$ cat src/rtl/xcp_pkg.sv
// xcp_pkg: constants for the crosspoint configuration port controller
// assumes a 40 MHz pclk and an APB slave register port
package xcp_pkg;
   localparam int unsigned CLK_PERIOD_NS  = 25;
   // strobe width and data setup, in ns
   localparam int unsigned STROBE_MIN_NS  = 15;
   localparam int unsigned SETUP_MIN_NS   = 15;
   localparam int unsigned READ_EN_NS     = 30;
   localparam int unsigned STROBE_CYC     = (STROBE_MIN_NS + CLK_PERIOD_NS - 1) / CLK_PERIOD_NS;
   localparam int unsigned SETUP_CYC      = (SETUP_MIN_NS + CLK_PERIOD_NS - 1) / CLK_PERIOD_NS;
   localparam int unsigned READ_CYC       = (READ_EN_NS + CLK_PERIOD_NS - 1) / CLK_PERIOD_NS;
   localparam int unsigned RESET_CYC      = (STROBE_MIN_NS + CLK_PERIOD_NS - 1) / CLK_PERIOD_NS;
   // device geometry
   localparam int unsigned NUM_OUTPUTS    = 17;
   localparam logic [4:0]  ADDR_BCAST     = 5'h11;
   localparam logic [4:0]  ADDR_RESV      = 5'h12;
   // first reserved input number, whatever the enable bit says
   localparam logic [5:0]  DATA_RESV      = 6'h21;
   localparam int unsigned EN_BIT         = 6;
   // APB register offsets
   localparam logic [11:0] OFF_CMD        = 12'h000;
   localparam logic [11:0] OFF_STATUS     = 12'h004;
   localparam logic [11:0] OFF_RDATA      = 12'h008;
   // command register fields
   localparam int unsigned CMD_DATA_LSB   = 0;
   localparam int unsigned CMD_ADDR_LSB   = 8;
   localparam int unsigned CMD_OP_LSB     = 16;
   // status register fields
   localparam int unsigned ST_BUSY        = 0;
   localparam int unsigned ST_ERR         = 1;
   typedef enum logic [2:0] {
      XCP_OP_NONE, XCP_OP_WRITE, XCP_OP_READ, XCP_OP_UPDATE, XCP_OP_DIRECT, XCP_OP_RESET
   } xcp_op_t;
endpackage : xcp_pkg

$ cat src/rtl/xcp_timer.sv
// xcp_timer: down counter pacing the strobe phases of the controller
// assumes load and count come from the sequencer in the same clock domain
`timescale 1ns/1ps
module xcp_timer
   import xcp_pkg::*;
#(
   parameter int unsigned WIDTH = 4
) (
   input  wire logic             pclk,
   input  wire logic             presetn,
   input  wire logic             load,
   input  wire logic [WIDTH-1:0] load_val,
   output logic                  done
);
   logic [WIDTH-1:0] cnt_q;
   logic [WIDTH-1:0] cnt_d;

   always_comb begin
      cnt_d = cnt_q;
      if (load) begin
         cnt_d = load_val;
      end else if (cnt_q != '0) begin
         cnt_d = cnt_q - 1'b1;
      end
   end

   always_ff @(posedge pclk or negedge presetn) begin
      if (!presetn) begin
         cnt_q <= '0;
      end else begin
         cnt_q <= cnt_d;
      end
   end

   // done must not look at load: the sequencer loads on done in the same cycle
   assign done = (cnt_q == '0);
endmodule : xcp_timer

$ cat src/rtl/xcp_host.sv
// xcp_host: APB-programmed controller driving the crosspoint configuration pins
// assumes pins sampled synchronous to pclk; data bus resolved outside from oe
//
// What this block does
// - select low, first-rank strobe low, others high writes first rank
// - select low, readback strobe low, others high drives second rank onto data bus
// - address bus carries binary output number, 0 through 16
// - low six data bits give input 0..32, top bit enables output
// - controller never reads back using the broadcast address
// - controller never uses reserved addresses or data codes
// - first-rank strobe held low at least 15 ns, inputs valid first
`timescale 1ns/1ps
module xcp_host
   import xcp_pkg::*;
(
   input  wire logic        pclk,
   input  wire logic        presetn,
   input  wire logic        psel,
   input  wire logic        penable,
   input  wire logic        pwrite,
   input  wire logic [11:0] paddr,
   input  wire logic [31:0] pwdata,
   output logic      [31:0] prdata,
   output logic             pready,
   output logic             pslverr,
   output logic             dev_reset_n,
   output logic             dev_select_n,
   output logic             first_rank_strobe_n,
   output logic             readback_strobe_n,
   output logic             update_n,
   output logic      [4:0]  output_select_bus,
   output logic      [6:0]  config_data_out,
   output logic             config_data_oe,
   input  wire logic [6:0]  config_data_in
);
   typedef enum logic [2:0] {
      XCP_IDLE, XCP_SETUP, XCP_PULSE, XCP_HOLD, XCP_DONE
   } xcp_state_t;

   xcp_state_t  state_q,  state_d;
   xcp_op_t     op_q,     op_d;
   logic [4:0]  addr_q,   addr_d;
   logic [6:0]  data_q,   data_d;
   logic [6:0]  rdata_q,  rdata_d;
   logic        err_q,    err_d;
   logic        rst_n_q,  rst_n_d;
   logic        cs_n_q,   cs_n_d;
   logic        we_n_q,   we_n_d;
   logic        re_n_q,   re_n_d;
   logic        upd_n_q,  upd_n_d;
   logic        oe_q,     oe_d;
   logic [31:0] prdata_q, prdata_d;
   logic        pready_q, pready_d;
   logic        slverr_q, slverr_d;
   logic        tmr_load;
   logic [3:0]  tmr_val;
   logic        tmr_done;
   logic        cmd_ok;
   xcp_op_t     cmd_op;

   xcp_timer #(.WIDTH(4)) u_timer (
      .pclk     (pclk),
      .presetn  (presetn),
      .load     (tmr_load),
      .load_val (tmr_val),
      .done     (tmr_done)
   );

   assign cmd_op = xcp_op_t'(pwdata[CMD_OP_LSB +: 3]);

   // refuse broadcast readback; refuse reserved codes
   always_comb begin
      cmd_ok = 1'b1;
      if (cmd_op == XCP_OP_NONE || pwdata[CMD_OP_LSB +: 3] > 3'(XCP_OP_RESET)) begin
         cmd_ok = 1'b0;
      end
      // select goes low for every op but reset, so the address must be legal
      if (cmd_op != XCP_OP_RESET && pwdata[CMD_ADDR_LSB +: 5] >= ADDR_RESV) begin
         cmd_ok = 1'b0;
      end
      // only the input number can be reserved; the enable bit is free
      if ((cmd_op == XCP_OP_WRITE || cmd_op == XCP_OP_DIRECT)
          && pwdata[CMD_DATA_LSB +: 6] >= DATA_RESV) begin
         cmd_ok = 1'b0;
      end
      if (cmd_op == XCP_OP_READ && pwdata[CMD_ADDR_LSB +: 5] == ADDR_BCAST) begin
         cmd_ok = 1'b0;
      end
   end

   always_comb begin
      state_d  = state_q;
      op_d     = op_q;
      addr_d   = addr_q;
      data_d   = data_q;
      rdata_d  = rdata_q;
      err_d    = err_q;
      rst_n_d  = rst_n_q;
      cs_n_d   = cs_n_q;
      we_n_d   = we_n_q;
      re_n_d   = re_n_q;
      upd_n_d  = upd_n_q;
      oe_d     = oe_q;
      prdata_d = prdata_q;
      pready_d = 1'b0;
      slverr_d = 1'b0;
      tmr_load = 1'b0;
      tmr_val  = '0;
      // one-cycle pready per access phase
      if (psel && penable && !pready_q) begin
         pready_d = 1'b1;
         prdata_d = '0;
         if (pwrite) begin
            if (paddr == OFF_CMD) begin
               if (state_q == XCP_IDLE && cmd_ok) begin
                  op_d     = cmd_op;
                  addr_d   = pwdata[CMD_ADDR_LSB +: 5];
                  data_d   = pwdata[CMD_DATA_LSB +: 7];
                  err_d    = 1'b0;
                  state_d  = XCP_SETUP;
                  tmr_load = 1'b1;
                  tmr_val  = 4'(SETUP_CYC);
               end else begin
                  err_d    = 1'b1;
                  slverr_d = 1'b1;
               end
            end else begin
               slverr_d = (paddr != OFF_STATUS) && (paddr != OFF_RDATA);
            end
         end else begin
            unique case (paddr)
               OFF_CMD:    prdata_d = {13'h0000, 3'(op_q), 3'h0, addr_q, 1'b0, data_q};
               OFF_STATUS: prdata_d = {30'h00000000, err_q, state_q != XCP_IDLE};
               OFF_RDATA:  prdata_d = {25'h0000000, rdata_q};
               default:    slverr_d = 1'b1;
            endcase
         end
      end
      unique case (state_q)
         XCP_IDLE: begin
            cs_n_d = 1'b1;
            oe_d   = 1'b0;
         end
         XCP_SETUP: begin
            // drive address and data before strobe
            if (op_q != XCP_OP_RESET) begin
               cs_n_d = 1'b0;
            end
            oe_d = (op_q == XCP_OP_WRITE || op_q == XCP_OP_DIRECT);
            if (tmr_done) begin
               state_d  = XCP_PULSE;
               tmr_load = 1'b1;
               // a loaded count n keeps the strobe low for n + 1 cycles
               tmr_val  = (op_q == XCP_OP_READ) ? 4'(READ_CYC - 1) : 4'(STROBE_CYC - 1);
               unique case (op_q)
                  XCP_OP_RESET:  rst_n_d = 1'b0;
                  XCP_OP_WRITE:  we_n_d = 1'b0;
                  XCP_OP_READ:   re_n_d = 1'b0;
                  XCP_OP_UPDATE: upd_n_d = 1'b0;
                  XCP_OP_DIRECT: begin
                     we_n_d  = 1'b0;
                     upd_n_d = 1'b0;
                  end
                  default: ;
               endcase
            end
         end
         XCP_PULSE: begin
            if (tmr_done) begin
               if (op_q == XCP_OP_READ) begin
                  rdata_d = config_data_in;
               end
               // rising end latches first rank; data held two cycles more
               rst_n_d  = 1'b1;
               we_n_d   = 1'b1;
               re_n_d   = 1'b1;
               upd_n_d  = 1'b1;
               state_d  = XCP_HOLD;
            end
         end
         XCP_HOLD: begin
            state_d = XCP_DONE;
         end
         XCP_DONE: begin
            cs_n_d  = 1'b1;
            oe_d    = 1'b0;
            state_d = XCP_IDLE;
         end
         default: state_d = XCP_IDLE;
      endcase
   end

   always_ff @(posedge pclk or negedge presetn) begin
      if (!presetn) begin
         state_q  <= XCP_IDLE;
         op_q     <= XCP_OP_NONE;
         addr_q   <= '0;
         data_q   <= '0;
         rdata_q  <= '0;
         err_q    <= 1'b0;
         rst_n_q  <= 1'b1;
         cs_n_q   <= 1'b1;
         we_n_q   <= 1'b1;
         re_n_q   <= 1'b1;
         upd_n_q  <= 1'b1;
         oe_q     <= 1'b0;
         prdata_q <= '0;
         pready_q <= 1'b0;
         slverr_q <= 1'b0;
      end else begin
         state_q  <= state_d;
         op_q     <= op_d;
         addr_q   <= addr_d;
         data_q   <= data_d;
         rdata_q  <= rdata_d;
         err_q    <= err_d;
         rst_n_q  <= rst_n_d;
         cs_n_q   <= cs_n_d;
         we_n_q   <= we_n_d;
         re_n_q   <= re_n_d;
         upd_n_q  <= upd_n_d;
         oe_q     <= oe_d;
         prdata_q <= prdata_d;
         pready_q <= pready_d;
         slverr_q <= slverr_d;
      end
   end

   assign prdata              = prdata_q;
   assign pready              = pready_q;
   assign pslverr             = slverr_q;
   assign dev_reset_n         = rst_n_q;
   assign dev_select_n        = cs_n_q;
   assign first_rank_strobe_n = we_n_q;
   assign readback_strobe_n   = re_n_q;
   assign update_n            = upd_n_q;
   assign output_select_bus   = addr_q;
   assign config_data_out     = data_q;
   assign config_data_oe      = oe_q;
endmodule : xcp_host

$ cat config.mk
export PLATFORM = sky130hd
export DESIGN_NAME = xcp_host
export DESIGN_NICKNAME = d
export VERILOG_FILES = /design/src/rtl/xcp_pkg.sv /design/src/rtl/xcp_timer.sv /design/src/rtl/xcp_host.sv
export SDC_FILE = /design/constraint.sdc
export NUM_CORES = 1
export LEC_CHECK = 0
export ABC_AREA = 1
export BUFFER_PORTS_ARGS = -buffer_cell sky130_fd_sc_hd__buf_2
export CORE_ASPECT_RATIO = 0.6
export CORE_UTILIZATION = 35
export DETAILED_ROUTE_END_ITERATION = 10
export GPL_ROUTABILITY_DRIVEN = 0
export PLACE_DENSITY = 0.65
export SYNTH_ARGS = -nofsm -noshare
export SYNTH_HDL_FRONTEND = slang
export SYNTH_HIERARCHICAL = 1
export SYNTH_SLANG_ARGS = --single-unit
export TNS_END_PERCENT = 1
$ cat constraint.sdc
create_clock -name pclk -period 3.6 [get_ports pclk]
set_input_delay 0.18 -clock pclk [delete_from_list [all_inputs] [get_ports pclk]]
set_output_delay 0.18 -clock pclk [all_outputs]
set_load 0.05 [all_outputs]
==> flow_results.xml, run 1 <==
<?xml version="1.0" encoding="UTF-8"?>
<metrics>
  <group name="synthesis">
    <metric name="async_flop_share" unit="">1.00</metric>
    <metric name="yosys-mux-area-fraction" unit="">0</metric>
    <metric name="number_of_register_bits_inferred_by_synthesis" unit="">53</metric>
    <metric name="yosysMostFrequentCell" unit="">sky130_fd_sc_hd__nand2_1</metric>
    <metric name="ys.flop_type" unit="">sky130_fd_sc_hd__dfrtp_1</metric>
    <metric name="yosys-top-cells-count" unit="">127 x sky130_fd_sc_hd__nand2_1, 48 x sky130_fd_sc_hd__dfrtp_1, 35 x sky130_fd_sc_hd__inv_1, 35 x sky130_fd_sc_hd__nand3_1</metric>
    <metric name="synthDistinctLibCells" unit="">26</metric>
    <metric name="adder_cell_area_share_of_the_yosys_netlist" unit="">0.00446</metric>
    <metric name="netlist_area" unit="um^2">2810</metric>
    <metric name="synth_compound_area_frac" unit="">0.0704</metric>
    <metric name="combinational_family_with_the_most_area_after_synthesis" unit="">simple AND/OR/NAND/NOR gates</metric>
    <metric name="synth_enable_flop_cells" unit="">0</metric>
    <metric name="postSynthAreaPerCell" unit="um^2">7.69</metric>
    <metric name="ys.warnings.count" unit="">6</metric>
    <metric name="yosysTopAreaCellShare" unit="">0.428</metric>
    <metric name="synth_simple_gate_area_share" unit="">0.324</metric>
    <metric name="netlist_instances" unit="">365</metric>
    <metric name="parity_gate_share_of_the_synthesized_area_counting_xor_and_xnor_cells" unit="">0.00312</metric>
    <metric name="ys_seq_area_frac" unit="">0.475</metric>
    <metric name="synthTopCellsByArea" unit="">sky130_fd_sc_hd__dfrtp_1 43%, sky130_fd_sc_hd__nand2_1 17%, sky130_fd_sc_hd__nand3_1 6.2%</metric>
    <metric name="netlist.top_cell.by_area" unit="">sky130_fd_sc_hd__dfrtp_1</metric>
  </group>
  <group name="critical_path">
    <metric name="required" unit="ns">3.79</metric>
    <metric name="worstPathBufferInverterCount" unit="">4</metric>
    <metric name="cp_max_fo" unit="">17</metric>
    <metric name="worst_ep_arrival_time" unit="ns">2.31</metric>
    <metric name="critical-path-top-delay-family" unit="">simple AND/OR/NAND/NOR gates</metric>
    <metric name="critPathCaptureType" unit="">register</metric>
    <metric name="critical-path-max-stage-delay" unit="ns">0.44</metric>
    <metric name="criticalPathCategory" unit="">reg -&gt; reg</metric>
    <metric name="cp_slowest_cell" unit="">sky130_fd_sc_hd__dfrtp_1</metric>
    <metric name="timing.critical_path.mode_cell" unit="">sky130_fd_sc_hd__nand2_1</metric>
    <metric name="critical_path.startpoint_type" unit="">register</metric>
    <metric name="cp_cell_sequence" unit="">nor2_8 &gt; inv_2 &gt; nor2_2 &gt; inv_2 &gt; nor2_8 &gt; nand2_4 &gt; nand2_1 &gt; inv_1 &gt; nand2_1 &gt; inv_1 &gt; nand2_1 &gt; nand2_1</metric>
  </group>
  <group name="final_layout">
    <metric name="antenna_cells" unit="">0</metric>
    <metric name="layout-drive-gt1-share" unit="">0.258</metric>
    <metric name="non_filler_instance_count_after_layout" unit="">549</metric>
    <metric name="layout.core_utilization" unit="">0.450</metric>
    <metric name="finalNetCount" unit="">501</metric>
    <metric name="syn_to_final_growth" unit="%">20.3</metric>
    <metric name="nFillCells" unit="">780</metric>
  </group>
  <group name="clocking">
    <metric name="ctsLongestPathBuffers" unit="">2</metric>
    <metric name="post_cts_buffers" unit="">0</metric>
    <metric name="cts_max_level" unit="">2</metric>
    <metric name="clock_latency_on_the_worst_skew_pair" unit="ns">0.30</metric>
    <metric name="cts_tree" unit="">built</metric>
    <metric name="path_clk_slew" unit="ns">0.07</metric>
    <metric name="cts.sinks" unit="">53</metric>
    <metric name="cts_made_buffers" unit="">5</metric>
    <metric name="cts_root_buffer" unit="">sky130_fd_sc_hd__clkbuf_16</metric>
  </group>
  <group name="timing">
    <metric name="rsz0062_at_grt" unit="">false</metric>
    <metric name="timing.fmax" unit="GHz">0.472</metric>
    <metric name="final.min_clock_period" unit="ns">2.12</metric>
    <metric name="timing.max_slew.rel_slack" unit="">0.506</metric>
    <metric name="timing.final.max_slew_violations" unit="">0</metric>
    <metric name="timing_worst_slew_pin_value" unit="ns">0.738</metric>
    <metric name="setup_tns" unit="ns">0</metric>
    <metric name="final_min_period_over_clock_period" unit="">0.589</metric>
    <metric name="final_hold_viol_count" unit="">0</metric>
    <metric name="setup_violations" unit="">0</metric>
    <metric name="finalClockSkew" unit="ns">0.00790</metric>
    <metric name="fin_hold_ws" unit="ns">0.0933</metric>
  </group>
  <group name="detailed_routing">
    <metric name="drt_pass1_iterations" unit="">4</metric>
    <metric name="drt.antenna.violating_nets" unit="">0</metric>
    <metric name="wl_per_cell" unit="um">11.7</metric>
    <metric name="route.detailed.drc" unit="">0</metric>
    <metric name="ratio_of_routed_vias_to_standard_cells" unit="">4.45</metric>
    <metric name="num_vias" unit="">2443</metric>
    <metric name="route.final.wire_length" unit="mm">6.44</metric>
    <metric name="dr.first_iter.drc_count" unit="">138</metric>
  </group>
  <group name="floorplanning">
    <metric name="rows" unit="">24</metric>
    <metric name="dieWidth" unit="um">118</metric>
    <metric name="core_area" unit="um^2">7510</metric>
    <metric name="fp.dieArea" unit="um^2">8400</metric>
    <metric name="top_level_ports" unit="">108</metric>
    <metric name="floorplan.die.height" unit="um">71.4</metric>
    <metric name="start_util" unit="">0.374</metric>
  </group>
  <group name="global_route">
    <metric name="groute.usage.overall" unit="">0.163</metric>
    <metric name="grt_pass1_vias" unit="">2301</metric>
    <metric name="grt_start_max_net_pins" unit="">33</metric>
    <metric name="antenna_violations_before_repair" unit="">0</metric>
    <metric name="grt_pass1_wl" unit="mm">10.9</metric>
    <metric name="globalRouteOverflowTotal" unit="">0</metric>
  </group>
  <group name="placement">
    <metric name="placement.io_buffers" unit="">73</metric>
    <metric name="post_placement_cell_count" unit="">540</metric>
    <metric name="post-dp-hpwl" unit="mm">4.92</metric>
  </group>
  <group name="power_and_ir_drop">
    <metric name="power_density" unit="nW/um^2">492</metric>
    <metric name="leakage" unit="nW">1.95</metric>
    <metric name="peakVddDrop" unit="uV">363</metric>
  </group>
  <group name="flow_run">
    <metric name="maxCapViolCount" unit="">0</metric>
  </group>
  <group name="outcome">
    <metric name="status" unit="">completed</metric>
  </group>
  <group name="worst_hold_path">
    <metric name="min-delay-path-class" unit="">in -&gt; reg</metric>
  </group>
</metrics>
## tightest hold or removal path, delay by kind of cell
| family | cells | cell delay (ns) |
|---|---|---|
| AOI/OAI and AO/OA | 1 | 0.06 |
| buffers and inverters | 1 | 0.07 |
| and+or+nand+nor | 1 | 0.04 |
## kinds of logic (layout without fill, tap and decap cells)
| family | Yosys count | in the layout |
|---|---|---|
| other cells | 1 | 20 |
| simple gates | 201 | 201 |
| compound gates | 38 | 38 |
| buf+inv | 70 | 131 |
| fa+ha+maj | 1 | 1 |
| xor+xnor | 1 | 1 |
| flops | 53 | 53 |
## cell usage in the layout (no fill, tap or decap), drive strengths merged
cell type	count
dfrtp	48
clkbuf	5
o31ai	3
a21oi	4
clkinv	3
nor3	3
buf	74
nand4	3
conb	20
xnor2	1
nand3	36
inv	48
dfstp	5
nor2	29
nand2	130
dlygate4sd3	1
o21ai	31
ha	1
## worst paths after layout
path / start / to / slack, ns / depth (start not counted)
min reg2reg: update_n / update_n / 0.46 / 2
max: pready / u_timer/cnt_q[3] / 1.48 / 12
min: config_data_in[4] / rdata_q[4] / 0.09 / 3
max in group asynchronous: presetn / readback_strobe_n / 2.30 / 3
max reg2reg: pready / u_timer/cnt_q[3] / 1.48 / 12
min in group asynchronous: presetn / err_q / 0.47 / 2
## layer usage
layer | wire length (um) | track usage | part of all wire | up-vias
li1 | - | - | - | 1259
met2 | 2620 | 0.237 | 0.41 | 70
met3 | 500 | 0.0446 | 0.078 | 8
met5 | 0 | 0 | 0 | -
met4 | 64 | 0.0427 | 0.0099 | 0
met1 | 3260 | 0.239 | 0.51 | 1106
## metrics by stage
step / power [mW] / cell area (um^2) / worst slack (ns)
finish: 1.66 / 3380 / 1.48
global route: 1.76 / 3380 / 1.23
CTS: 1.68 / 3380 / 1.47
detailed placement: 1.18 / 3220 / 1.50
global placement: 1.18 / 3220 / 1.49
floorplan: 1.09 / 2880 / 1.63
## where the power goes
group          internal (mW)  switching, mW  total, mW  leakage, nW
Combinational          0.136          0.342      0.478         1.20
Sequential             0.665         0.0355      0.700        0.677
Clock                  0.259          0.224      0.483       0.0738
Total                   1.06          0.602       1.66         1.95
## state kept, by name, indices dropped and copies added (netlist names), 3 cells and up
register and flops:
rdata_q 7, state_q 3, output_select_bus 5, u_timer/cnt_q 4, op_q 3, prdata 15, config_data_out 7
## final cells by class
cell class | count | area [um^2] | area share
repair buffers | 75 | 383 | 0.113
multi-input cells | 261 | 1200 | 0.356
well taps | 104 | 130 | 0.0385
clock inverters | 3 | 22.5 | 0.00667
inverters | 48 | 180 | 0.0534
clock buffers | 5 | 125 | 0.0371
flip-flops and latches | 53 | 1330 | 0.395
## what timing repair did
action	in CTS	in global routing
setup endpoints to repair	0	0
resized for setup	0	0
hold buffers	1	0
hold endpoints to repair	31	0
No activity file was read; power rests on OpenSTA's default activity.
==> run 2, diff against run 1 <==
==> constraint.sdc (replaced) <==
create_clock -name pclk -period 2 [get_ports pclk]
set_input_delay 0.1 -clock pclk [delete_from_list [all_inputs] [get_ports pclk]]
set_output_delay 0.1 -clock pclk [all_outputs]
set_load 0.05 [all_outputs]
==> run 2 against run 1 <==
Against the previous run:
- highest routed layer unchanged
- cell count is 1.1% higher
- critical path type unchanged
- critical endpoint is now u_timer/cnt_q[0]
- largest power group unchanged
- clock skew hardly changed
- clock power is 100% higher
- sequential cell count stayed put
- hold slack worse by 0.066 ns
- worst setup slack worse by 1.2 ns
- die area stayed put
- first-iteration DRC count is 39% higher
- sequential power is 80% higher
==> flow_results.xml, run 2 (synthesis results as in run 1) <==
<?xml version="1.0" encoding="UTF-8"?>
<metrics>
  <group name="critical_path">
    <metric name="timing.critical_path.mode_cell" unit="">sky130_fd_sc_hd__inv_1</metric>
    <metric name="cp_max_fo" unit="">4</metric>
    <metric name="criticalPathCategory" unit="">reg -&gt; reg</metric>
    <metric name="critPathCaptureType" unit="">register</metric>
    <metric name="critical-path-max-stage-delay" unit="ns">0.39</metric>
    <metric name="required" unit="ns">2.20</metric>
    <metric name="cp_cell_sequence" unit="">inv_1 &gt; ha_4 &gt; nand2_1 &gt; inv_1 &gt; inv_1 &gt; nor2_1 &gt; inv_1 &gt; nor2_1 &gt; inv_1 &gt; nand2_1 &gt; nand2_1 &gt; o21ai_0 &gt; nand2_1 &gt; o21ai_0</metric>
    <metric name="critical_path.startpoint_type" unit="">register</metric>
    <metric name="regToRegStartpoint" unit="">u_timer/cnt_q[0]</metric>
    <metric name="worst_ep_arrival_time" unit="ns">1.95</metric>
    <metric name="cp_slowest_cell" unit="">sky130_fd_sc_hd__dfrtp_1</metric>
    <metric name="cp-startpoint" unit="">u_timer/cnt_q[0]</metric>
  </group>
  <group name="final_layout">
    <metric name="finalInstanceArea" unit="um^2">3470</metric>
    <metric name="syn_to_final_growth" unit="%">23.6</metric>
    <metric name="layout.cells.most_common_list" unit="">126 x sky130_fd_sc_hd__nand2_1, 73 x sky130_fd_sc_hd__buf_2, 48 x sky130_fd_sc_hd__dfrtp_1, 35 x sky130_fd_sc_hd__nand3_1, 35 x sky130_fd_sc_hd__inv_1</metric>
    <metric name="layout.area.seq" unit="um^2">1330</metric>
    <metric name="non_filler_instance_count_after_layout" unit="">555</metric>
    <metric name="flip_flop_count_of_the_largest_register_after_layout" unit="">15</metric>
    <metric name="layout-drive-gt1-share" unit="">0.271</metric>
    <metric name="finalNetCount" unit="">507</metric>
    <metric name="antenna_cells" unit="">0</metric>
    <metric name="multi_input_gate_area_in_the_final_layout" unit="um^2">1220</metric>
    <metric name="final_common_cell" unit="">sky130_fd_sc_hd__nand2_1</metric>
    <metric name="nFillCells" unit="">761</metric>
  </group>
  <group name="power_and_ir_drop">
    <metric name="peakVddDrop" unit="uV">662</metric>
    <metric name="comb_power_share" unit="">0.290</metric>
    <metric name="power.share.switching" unit="">0.345</metric>
    <metric name="leakage" unit="nW">1.99</metric>
    <metric name="power.clock.fraction" unit="">0.310</metric>
    <metric name="power_density" unit="nW/um^2">909</metric>
    <metric name="power.sequential.fraction" unit="">0.401</metric>
    <metric name="p_int" unit="mW">2.07</metric>
    <metric name="tot_pwr" unit="mW">3.15</metric>
    <metric name="net-switching-power" unit="mW">1.09</metric>
  </group>
  <group name="detailed_routing">
    <metric name="ratio_of_routed_vias_to_standard_cells" unit="">4.44</metric>
    <metric name="dr.first_iter.drc_count" unit="">192</metric>
    <metric name="drt.antenna.violating_nets" unit="">0</metric>
    <metric name="drt_pass1_iterations" unit="">4</metric>
    <metric name="route.final.wire_length" unit="mm">6.86</metric>
    <metric name="route.detailed.drc" unit="">0</metric>
    <metric name="wl_per_cell" unit="um">12.4</metric>
    <metric name="num_vias" unit="">2466</metric>
  </group>
  <group name="floorplanning">
    <metric name="fp.dieArea" unit="um^2">8400</metric>
    <metric name="top_level_ports" unit="">108</metric>
    <metric name="rows" unit="">24</metric>
    <metric name="floorplan.die.height" unit="um">71.4</metric>
    <metric name="dieWidth" unit="um">118</metric>
    <metric name="core_area" unit="um^2">7510</metric>
    <metric name="start_util" unit="">0.374</metric>
  </group>
  <group name="clocking">
    <metric name="cts_max_level" unit="">2</metric>
    <metric name="cts_tree" unit="">built</metric>
    <metric name="cts_made_buffers" unit="">5</metric>
    <metric name="cts.sinks" unit="">53</metric>
    <metric name="clock_latency_on_the_worst_skew_pair" unit="ns">0.29</metric>
    <metric name="ctsLongestPathBuffers" unit="">2</metric>
    <metric name="path_clk_slew" unit="ns">0.07</metric>
    <metric name="post_cts_buffers" unit="">0</metric>
    <metric name="cts_root_buffer" unit="">sky130_fd_sc_hd__clkbuf_16</metric>
  </group>
  <group name="timing">
    <metric name="setup_violations" unit="">0</metric>
    <metric name="finalClockSkew" unit="ns">0.00807</metric>
    <metric name="final_hold_viol_count" unit="">0</metric>
    <metric name="timing_worst_slew_pin_value" unit="ns">0.611</metric>
    <metric name="timing.fmax" unit="GHz">0.570</metric>
    <metric name="final_min_period_over_clock_period" unit="">0.877</metric>
    <metric name="final.min_clock_period" unit="ns">1.75</metric>
    <metric name="timing.final.max_slew_violations" unit="">0</metric>
    <metric name="timing.max_slew.rel_slack" unit="">0.592</metric>
    <metric name="fin_hold_ws" unit="ns">0.0274</metric>
    <metric name="post-route-worst-setup-slack" unit="ns">0.246</metric>
  </group>
  <group name="global_route">
    <metric name="groute.usage.overall" unit="">0.170</metric>
    <metric name="grt_pass1_wl" unit="mm">11.3</metric>
    <metric name="grt_start_max_net_pins" unit="">30</metric>
    <metric name="grt_pass1_vias" unit="">2304</metric>
    <metric name="globalRouteOverflowTotal" unit="">0</metric>
    <metric name="antenna_violations_before_repair" unit="">0</metric>
  </group>
  <group name="placement">
    <metric name="placement.io_buffers" unit="">73</metric>
    <metric name="post_placement_cell_count" unit="">546</metric>
    <metric name="placed_cell_area" unit="um^2">3280</metric>
    <metric name="preCtsSetupSlack" unit="ns">0.190</metric>
    <metric name="post-dp-hpwl" unit="mm">5.30</metric>
  </group>
  <group name="outcome">
    <metric name="status" unit="">completed</metric>
  </group>
  <group name="worst_hold_path">
    <metric name="worstHoldStart" unit="">config_data_in[6]</metric>
    <metric name="min-delay-path-class" unit="">in -&gt; reg</metric>
  </group>
  <group name="flow_run">
    <metric name="maxCapViolCount" unit="">0</metric>
  </group>
</metrics>
[run 2: cell types whose count changed in the layout (fill, tap and decap cells not counted), sizes merged]
cell | previous run | this run
buf | 74 | 80
bufinv | 0 | 1
clkbuf | 5 | 6
clkinv | 3 | 1
[run 2: path summary, 6_finish.rpt]
check	end	cells past startpoint	slack [ns]
setup / recovery	u_timer/cnt_q[0]	14	0.25
hold / removal	rdata_q[6]	3	0.03
setup reg to reg	u_timer/cnt_q[0]	14	0.25
hold reg to reg	update_n	2	0.47
max in group asynchronous	rdata_q[2]	3	1.08
min in group asynchronous	prdata[9]	2	0.35
[run 2: stage by stage]
| stage | utilization | TNS (ns) |
|---|---|---|
| detailed placement | 0.437 | 0 |
| floorplan | - | 0 |
| global route | 0.462 | -0.0118 |
| global placement | 0.437 | 0 |
| CTS | 0.460 | 0 |
| finish | 0.462 | 0 |
[run 2: final cells by class]
| type | instances | area share |
|---|---|---|
| Clock buffer | 6 | 0.0371 |
| Clock inverter | 2 | 0.0112 |
| Timing Repair Buffer | 81 | 0.127 |
| Inverter | 48 | 0.0519 |
| Multi-Input combinational cell | 261 | 0.351 |
| Sequential cell | 53 | 0.384 |
| Tap cell | 104 | 0.0375 |
[run 2: repair_timing]
action,4_1_cts,5_1_grt
hold endpoints to repair,19,0
resized for setup,0,3
endpoints found under the setup margin,0,4
hold buffers,1,0
[run 2: layer usage]
metal	track usage	vias up	part of all wire
met2	0.246	68	0.42
li1	-	1272	-
met5	0	-	0
met4	0.0342	0	0.0077
met3	0.0430	7	0.061
met1	0.255	1119	0.51
[run 2: worst max-delay path: cells and delay by family, from the launching register on]
kind            cells  cell delay (ns)
flops               1             0.39
simple gates        6             0.47
compound gates      2             0.15
buf+inv             5             0.48
fa+ha+maj           1             0.18
[run 2: power by group through the flow]
stage / sequential [mW] / clock, mW / combinational [mW]
after global placement: 1.28 / 0 / 0.858
after detailed placement: 1.28 / 0 / 0.879
after floorplan: 1.41 / 0 / 0.550
after CTS: 1.26 / 0.997 / 0.886
after global routing: 1.27 / 1.05 / 1.02
final: 1.26 / 0.977 / 0.914
